==> config.mk <==
export PLATFORM = sky130hd
export DESIGN_NAME = mbrf_formatter
export DESIGN_NICKNAME = d
export VERILOG_FILES = /design/src/mbrf_pkg.sv /design/src/mbrf_fifo.sv /design/src/mbrf_formatter.sv
export SDC_FILE = /design/constraint.sdc
export NUM_CORES = 1
export LEC_CHECK = 0
export BUFFER_PORTS_ARGS = -buffer_cell sky130_fd_sc_hd__buf_2
export CAP_MARGIN = 15
export CORE_MARGIN = 4
export CORE_UTILIZATION = 35
export CTS_CLUSTER_SIZE = 40
export DETAILED_ROUTE_END_ITERATION = 8
export PLACE_DENSITY = 0.54
export SLEW_MARGIN = 5
export SYNTH_ARGS = -nofsm -noshare
export SYNTH_HDL_FRONTEND = slang
export SYNTH_SLANG_ARGS = --single-unit
==> constraint.sdc <==
create_clock -name clk_i -period 2.8 [get_ports clk_i]
set_input_delay 0.42 -clock clk_i [delete_from_list [all_inputs] [get_ports clk_i]]
set_output_delay 0.42 -clock clk_i [all_outputs]
set_load 0.005 [all_outputs]
==> src/mbrf_pkg.sv <==
// package of constants and types for the b-protocol report formatter
package mbrf_pkg;
   localparam int MBRF_FIFO_DEPTH = 16;
   localparam int MBRF_ENTRY_W = 12;
   localparam logic [3:0] MBRF_LEN_MIN = 4'h8;
   localparam logic [3:0] MBRF_LEN_MAX = 4'hb;
   localparam logic [11:0] MBRF_FC_EMPTY = 12'h000;
   localparam logic [11:0] MBRF_FC_BITTIME = 12'h019;
   localparam logic [11:0] MBRF_FC_TOO_MANY = 12'h01a;
   localparam logic [11:0] MBRF_FC_PARITY = 12'h01c;
   localparam int MBRF_MARKER_POS = 11;
   localparam int MBRF_LOST_POS = 12;
   localparam int MBRF_PAR_POS = 13;
   localparam logic [1:0] MBRF_ST_OFF = 2'h0;
   localparam logic [1:0] MBRF_ST_DIS = 2'h1;
   localparam logic [1:0] MBRF_ST_EN = 2'h2;
   localparam logic [1:0] MBRF_ST_CFG = 2'h3;
   localparam logic [15:0] MBRF_CH2_RESET = 16'he000;

   // one received satellite message from the line decoder
   typedef struct packed {
      logic [10:0] data;
      logic [3:0] nbits;
      logic bit_time_err;
      logic parity_err;
   } mbrf_msg_t;

   typedef enum logic [2:0] {
      MBRF_CS_IDLE = 3'b001,
      MBRF_CS_LOW = 3'b010,
      MBRF_CS_POP = 3'b100
   } mbrf_cs_state_t;
endpackage

==> src/mbrf_fifo.sv <==
// report entry fifo with valid/ready on both sides
`timescale 1ns/1ps
module mbrf_fifo #(
   parameter int WIDTH = 12,
   parameter int DEPTH = 16
) (
   input wire logic clk_i,
   input wire logic rst_n_i,
   input wire logic in_valid_i,
   output logic in_ready_o,
   input wire logic [WIDTH-1:0] in_data_i,
   output logic out_valid_o,
   input wire logic out_ready_i,
   output logic [WIDTH-1:0] out_data_o
);
   localparam int AW = $clog2(DEPTH);
   logic [WIDTH-1:0] mem [DEPTH];
   logic [AW-1:0] wr_ptr;
   logic [AW-1:0] rd_ptr;
   logic [AW:0] count;
   logic do_wr;
   logic do_rd;

   assign in_ready_o = (count != (AW+1)'(DEPTH));
   assign out_valid_o = (count != '0);
   assign do_wr = in_valid_i && in_ready_o;
   assign do_rd = out_valid_o && out_ready_i;
   assign out_data_o = mem[rd_ptr];

   always_ff @(posedge clk_i) begin
      if (do_wr) begin
         mem[wr_ptr] <= in_data_i;
      end
   end

   always_ff @(posedge clk_i or negedge rst_n_i) begin
      if (!rst_n_i) begin
         wr_ptr <= '0;
         rd_ptr <= '0;
         count <= '0;
      end else begin
         if (do_wr) begin
            wr_ptr <= (wr_ptr == AW'(DEPTH - 1)) ? '0 : wr_ptr + 1'b1;
         end
         if (do_rd) begin
            rd_ptr <= (rd_ptr == AW'(DEPTH - 1)) ? '0 : rd_ptr + 1'b1;
         end
         count <= count + (AW+1)'(do_wr) - (AW+1)'(do_rd);
      end
   end
endmodule

==> src/mbrf_formatter.sv <==
// b-protocol report formatter for both satellite channels
`timescale 1ns/1ps
module mbrf_formatter
   import mbrf_pkg::*;
(
   input wire logic clk_i,
   input wire logic nrst_i,
   input wire logic [7:0] b_len_i,
   input wire logic [3:0] chan_state_i,
   input wire logic [13:0] channel_config_report_i,
   input wire logic [1:0] msg_valid_i,
   input wire mbrf_msg_t [1:0] msg_i,
   input wire logic cs_n_i,
   input wire logic [1:0] lost_clear_i,
   output logic [15:0] satellite_channel_one_o,
   output logic [15:0] satellite_channel_two_o,
   output logic [1:0] buffer_lost_flag_o,
   output logic [1:0] fifo_ready_o
);
   logic rst_meta;
   logic rst_n;
   logic cs_meta;
   logic cs_sync;
   mbrf_cs_state_t cs_state;
   logic pop;
   logic cfg_pending;

   always_ff @(posedge clk_i or negedge nrst_i) begin
      if (!nrst_i) begin
         rst_meta <= 1'b0;
         rst_n <= 1'b0;
      end else begin
         rst_meta <= 1'b1;
         rst_n <= rst_meta;
      end
   end

   // chip select comes from the host pin, so synchronise first
   always_ff @(posedge clk_i or negedge rst_n) begin
      if (!rst_n) begin
         cs_meta <= 1'b1;
         cs_sync <= 1'b1;
      end else begin
         cs_meta <= cs_n_i;
         cs_sync <= cs_meta;
      end
   end

   // pop fires once per frame on the chip select rising edge
   always_ff @(posedge clk_i or negedge rst_n) begin
      if (!rst_n) begin
         cs_state <= MBRF_CS_IDLE;
      end else begin
         case (cs_state)
            MBRF_CS_IDLE: if (!cs_sync) cs_state <= MBRF_CS_LOW;
            MBRF_CS_LOW: if (cs_sync) cs_state <= MBRF_CS_POP;
            MBRF_CS_POP: cs_state <= cs_sync ? MBRF_CS_IDLE : MBRF_CS_LOW;
            default: cs_state <= MBRF_CS_IDLE;
         endcase
      end
   end
   assign pop = (cs_state == MBRF_CS_POP);

   // channel one shows its config report until the first frame ends
   always_ff @(posedge clk_i or negedge rst_n) begin
      if (!rst_n) begin
         cfg_pending <= 1'b1;
      end else if (pop) begin
         cfg_pending <= 1'b0;
      end
   end

   genvar ch;
   generate
      for (ch = 0; ch < 2; ch++) begin : g_ch
         logic [3:0] len;
         logic [3:0] nb;
         logic [11:0] entry;
         logic push;
         logic in_ready;
         logic out_valid;
         logic [11:0] out_data;
         logic [11:0] head;
         logic lost;
         logic [1:0] st;
         logic [12:0] body;
         logic [15:0] word;

         // out-of-range settings clamp, keeping the fault logic defined
         always_comb begin
            len = b_len_i[ch*4 +: 4];
            if (len < MBRF_LEN_MIN) len = MBRF_LEN_MIN;
            if (len > MBRF_LEN_MAX) len = MBRF_LEN_MAX;
         end
         assign nb = msg_i[ch].nbits;

         // fault priority: timing or too few bits, then too many bits, then parity
         always_comb begin
            if (msg_i[ch].bit_time_err || nb < len) begin
               entry = MBRF_FC_BITTIME;
            end else if (nb > len) begin
               entry = MBRF_FC_TOO_MANY;
            end else if (msg_i[ch].parity_err) begin
               entry = MBRF_FC_PARITY;
            end else begin
               // right aligned, upper bits zero, marker set
               entry = {1'b1, msg_i[ch].data & ((11'h001 << len) - 11'h001)};
            end
         end

         assign push = msg_valid_i[ch] && st != MBRF_ST_OFF;

         mbrf_fifo #(
            .WIDTH(MBRF_ENTRY_W),
            .DEPTH(MBRF_FIFO_DEPTH)
         ) u_fifo (
            .clk_i(clk_i),
            .rst_n_i(rst_n),
            .in_valid_i(push),
            .in_ready_o(in_ready),
            .in_data_i(entry),
            .out_valid_o(out_valid),
            .out_ready_i(pop),
            .out_data_o(out_data)
         );
         assign fifo_ready_o[ch] = in_ready;

         // set wins over clear so a drop is never hidden
         always_ff @(posedge clk_i or negedge rst_n) begin
            if (!rst_n) begin
               lost <= 1'b0;
            end else if (push && !in_ready) begin
               lost <= 1'b1;
            end else if (lost_clear_i[ch]) begin
               lost <= 1'b0;
            end
         end
         assign buffer_lost_flag_o[ch] = lost;

         assign head = out_valid ? out_data : MBRF_FC_EMPTY;
         assign st = chan_state_i[ch*2 +: 2];
         assign body = {lost, head};

         // report words are registered; parity on bit 13 keeps 14 bits odd
         always_ff @(posedge clk_i or negedge rst_n) begin
            if (!rst_n) begin
               // empty config report still needs its parity bit set
               word <= (ch == 0) ? {MBRF_ST_CFG, 1'b1, 13'h0000} : MBRF_CH2_RESET;
            end else if (ch == 0 && cfg_pending) begin
               word <= {MBRF_ST_CFG, ~^channel_config_report_i[12:0],
                        channel_config_report_i[12:0]};
            end else begin
               word <= {st, ~^body, body};
            end
         end
      end
   endgenerate

   assign satellite_channel_one_o = g_ch[0].word;
   assign satellite_channel_two_o = g_ch[1].word;
endmodule

==> impl_metrics.env <==
export IMPL_outcome="finished with violations"
export IMPL_violations="negative setup slack"
export IMPL_period_share_pct=107
export IMPL_io_buffer_count=101
export IMPL_synthDominantCellAreaShare_pct=61.9
export IMPL_hold_viol=0
export IMPL_cts_root_buf="clkbuf_16"
export IMPL_cts_tree="done"
export IMPL_syn_to_final_growth_pct=24.3
export IMPL_grt_pass1_vias=10800
export IMPL_grt_pass1_wl_mm=66.3
export IMPL_via_per_inst=5.01
export IMPL_place_congestion=0.774
export IMPL_dieHeight_um=239
export IMPL_io_pins=103
export IMPL_fill_cells=4544
export IMPL_worstMarginPinSlew_ns=0.977
export IMPL_top_layer="met4"
export IMPL_clk_latency_ns=0.59
export IMPL_grt_max_degree=41
export IMPL_initial_utilization_pct=35.4
export IMPL_route_met2_wl_mm=21.1
export IMPL_slowest_stage="mux4_2"
export IMPL_yosys_warnings=0
export IMPL_cts_buffers=48
export IMPL_rsz0062_at_grt="true"
export IMPL_critPathMaxStageDelay_ns=0.53
export IMPL_cts_sinks=452
export IMPL_ys_top_cells_by_area="edfxtp_1 (62%), mux4_2 (7.9%), dfrtp_1 (7.8%)"
export IMPL_antenna_found_initial=0
export IMPL_setup_ws_ns=-0.197
export IMPL_clock_skew_ns=0.0284
export IMPL_post_place_ws_ns=-0.195
export IMPL_hp_class="in -> reg"
export IMPL_num_antenna_cells=0
export IMPL_wirelength_met1_mm=19.7
export IMPL_clk_path_buf_depth=3
export IMPL_path_clk_slew_ns=0.06
export IMPL_die_w_um=239
export IMPL_setup_viol=2
export IMPL_leakage_nw=8.51
export IMPL_gr_total_overflow=0
export IMPL_postRouteWirelength_mm=43.7
export IMPL_utilization_pct=44.0
export IMPL_rows=84
export IMPL_num_vias=10300
export IMPL_slew_headroom_pct=34.6
export IMPL_synth_area_per_cell_um2=17.4
export IMPL_syn_inst=1069
export IMPL_wl_per_cell_um=21.2
export IMPL_syn_nets=1164
export IMPL_drive_gt1_share_pct=33.6
export IMPL_yosysMostFrequentCell="edfxtp_1"
export IMPL_core_area_um2=52700
export IMPL_yosysTopAreaCell="edfxtp_1"
export IMPL_crit_fanout=8
export IMPL_slew_viol_final=0
export IMPL_p_per_area_nw_per_um2=914
export IMPL_ys_ff_latch=452
export IMPL_wl_met3_mm=2.01
export IMPL_drc=0
export IMPL_hpwlAfterDp_mm=26.9
export IMPL_synthTopCellsByCount="edfxtp_1 (384), mux2i_1 (68), mux4_2 (65), nand2_1 (60), dfrtp_1 (58)"
export IMPL_first_pass_iters=5
export IMPL_stdcell_area_um2=23100
export IMPL_post_dp_cell_area_um2=20800
export IMPL_ys_flop_type="edfxtp_1"
export IMPL_synth_edf_count=384
export IMPL_worstPathCellList="buf_12 > buf_12 > mux4_2 > mux4_2 > nand2_4 > xnor2_2 > xnor2_1 > xnor3_1 > and3_4 > o31ai_2"
export IMPL_final_antenna_net_count=0
export IMPL_ir_worst_vdd_uv=443
export IMPL_syn_area_um2=18600
export IMPL_synth_async_reset_ratio_pct=15.0
export IMPL_dieArea_um2=57000
export IMPL_fmax_mhz=334
export IMPL_fin_nets=1428
export IMPL_fin_crit_ns=3.00
export IMPL_yosysSeqAreaShare_pct=71.1
export IMPL_grtUsageTotal_pct=15.4
export IMPL_arrival_ns=3.51
export IMPL_drv_cap=0
export IMPL_drt_iter0_markers=728
export IMPL_synth_cell_types=53
export IMPL_worstPathRequired_ns=3.31
export IMPL_ctsHtreeMaxLevel=2
export IMPL_worst_setup_path_end_kind="flop"
export IMPL_start_kind="flop"
export IMPL_crit_type="reg -> reg"
## critical path: cells and delay by family (launching register included)
kind	cells	cell delay [ns]
multiplexers	2	0.95
AND/OR/NAND/NOR	2	0.28
AO/OA/AOI/OAI	1	0.17
XOR/XNOR	3	0.71
buffers and inverters	2	0.30
flip-flops	1	0.50
## cells by family after synthesis
logic type	count (synthesis)	share of synthesized area, %
other	1	0.0201
XOR/XNOR	48	2.45
multiplexers	140	12.2
AO/OA/AOI/OAI	140	4.92
buffers and inverters	85	2.47
AND/OR/NAND/NOR	175	4.87
adder cells (fa/ha/maj)	28	1.96
flip-flops	452	71.1
## sequential cells by signal, summed over array words and instances, names as in the netlist
signal                   count
cfg_pending                  1
cs_meta                      1
cs_state                     3
cs_sync                      1
g_ch.lost                    2
g_ch.u_fifo.count           10
g_ch.u_fifo.mem            384
g_ch.u_fifo.rd_ptr           8
g_ch.u_fifo.wr_ptr           8
rst_meta                     1
rst_n                        1
satellite_channel_one_o     16
satellite_channel_two_o     16
## worst paths after layout
| kind | cells past startpoint | slack [ns] | to | startpoint |
|---|---|---|---|---|
| max in group asynchronous | 1 | 1.71 | satellite_channel_one_o[13] | rst_n |
| min reg2reg | 0 | 0.35 | g_ch[0].u_fifo.rd_ptr[1] | rst_n |
| min | 3 | 0.06 | satellite_channel_one_o[4] | channel_config_report_i[4] |
| max reg2reg | 10 | -0.20 | satellite_channel_one_o[13] | g_ch[0].u_fifo.rd_ptr[0] |
| min in group asynchronous | 2 | 0.14 | rst_n | nrst_i |
| max | 10 | -0.20 | satellite_channel_one_o[13] | g_ch[0].u_fifo.rd_ptr[0] |
## metal layers
| layer | track usage (%) | up-vias |
|---|---|---|
| li1 | - | 4704 |
| met1 | 21.5 | 5321 |
| met2 | 25.3 | 229 |
| met3 | 2.46 | 63 |
| met4 | 4.05 | 0 |
| met5 | 0 | - |
## through the flow
step | power, mW | hold WS (ns) | setup TNS, ns | instances
6_report | 21.2 | 0.0570 | -0.230 | 2060
5_1_grt | 22.2 | 0.0426 | -0.444 | 2060
4_1_cts | 21.1 | 0.0140 | -0.254 | 2060
3_5_place_dp | 13.8 | 0.208 | -0.297 | 1939
3_3_place_gp | 13.7 | 0.205 | -0.325 | 1939
2_1_floorplan | 12.0 | 0.124 | 0 | 1069
## layout by cell type, fill, tap and decap left out, types with 10 or more instances in the layout
| master | count |
|---|---|
| a21oi_1 | 26 |
| xnor2_1 | 26 |
| inv_1 | 34 |
| buf_4 | 131 |
| o21ai_0 | 28 |
| dfrtp_1 | 54 |
| dfstp_2 | 10 |
| nand2_1 | 54 |
| a22oi_1 | 11 |
| buf_12 | 14 |
| mux2i_1 | 65 |
| o21ai_1 | 19 |
| clkinv_1 | 11 |
| buf_2 | 101 |
| a221oi_2 | 16 |
| clkbuf_16 | 49 |
| ha_1 | 26 |
| nor2_1 | 21 |
| a221oi_1 | 18 |
| mux4_2 | 65 |
| bufinv_16 | 10 |
| and2_1 | 41 |
| edfxtp_1 | 384 |
## cell type report
class | count | area (um^2) | area share [%]
multi-input combinational | 532 | 5170 | 22.3
clock inverter | 32 | 460 | 1.99
clock buffer | 57 | 1230 | 5.34
tap | 688 | 861 | 3.72
sequential | 452 | 13300 | 57.3
timing repair buffer | 264 | 2030 | 8.79
inverter | 35 | 131 | 0.568
## what timing repair did
action                                 in CTS  in global routing
setup endpoints to repair                   2                  3
hold buffers                                8                  0
endpoints found under the hold margin       9                  0
pin swaps                                  16                  7
resized for setup                          29                 31
buffers inserted                           22                  5
cloned                                      2                  1
## power breakdown
part / switching (mW) / leakage [nW] / internal, mW / total, mW
clock: 2.67 / 0.816 / 4.11 / 6.77
sequential: 0.343 / 4.35 / 8.03 / 8.38
combinational: 2.75 / 3.34 / 3.26 / 6.02
Power figures use the tool's default switching activity.
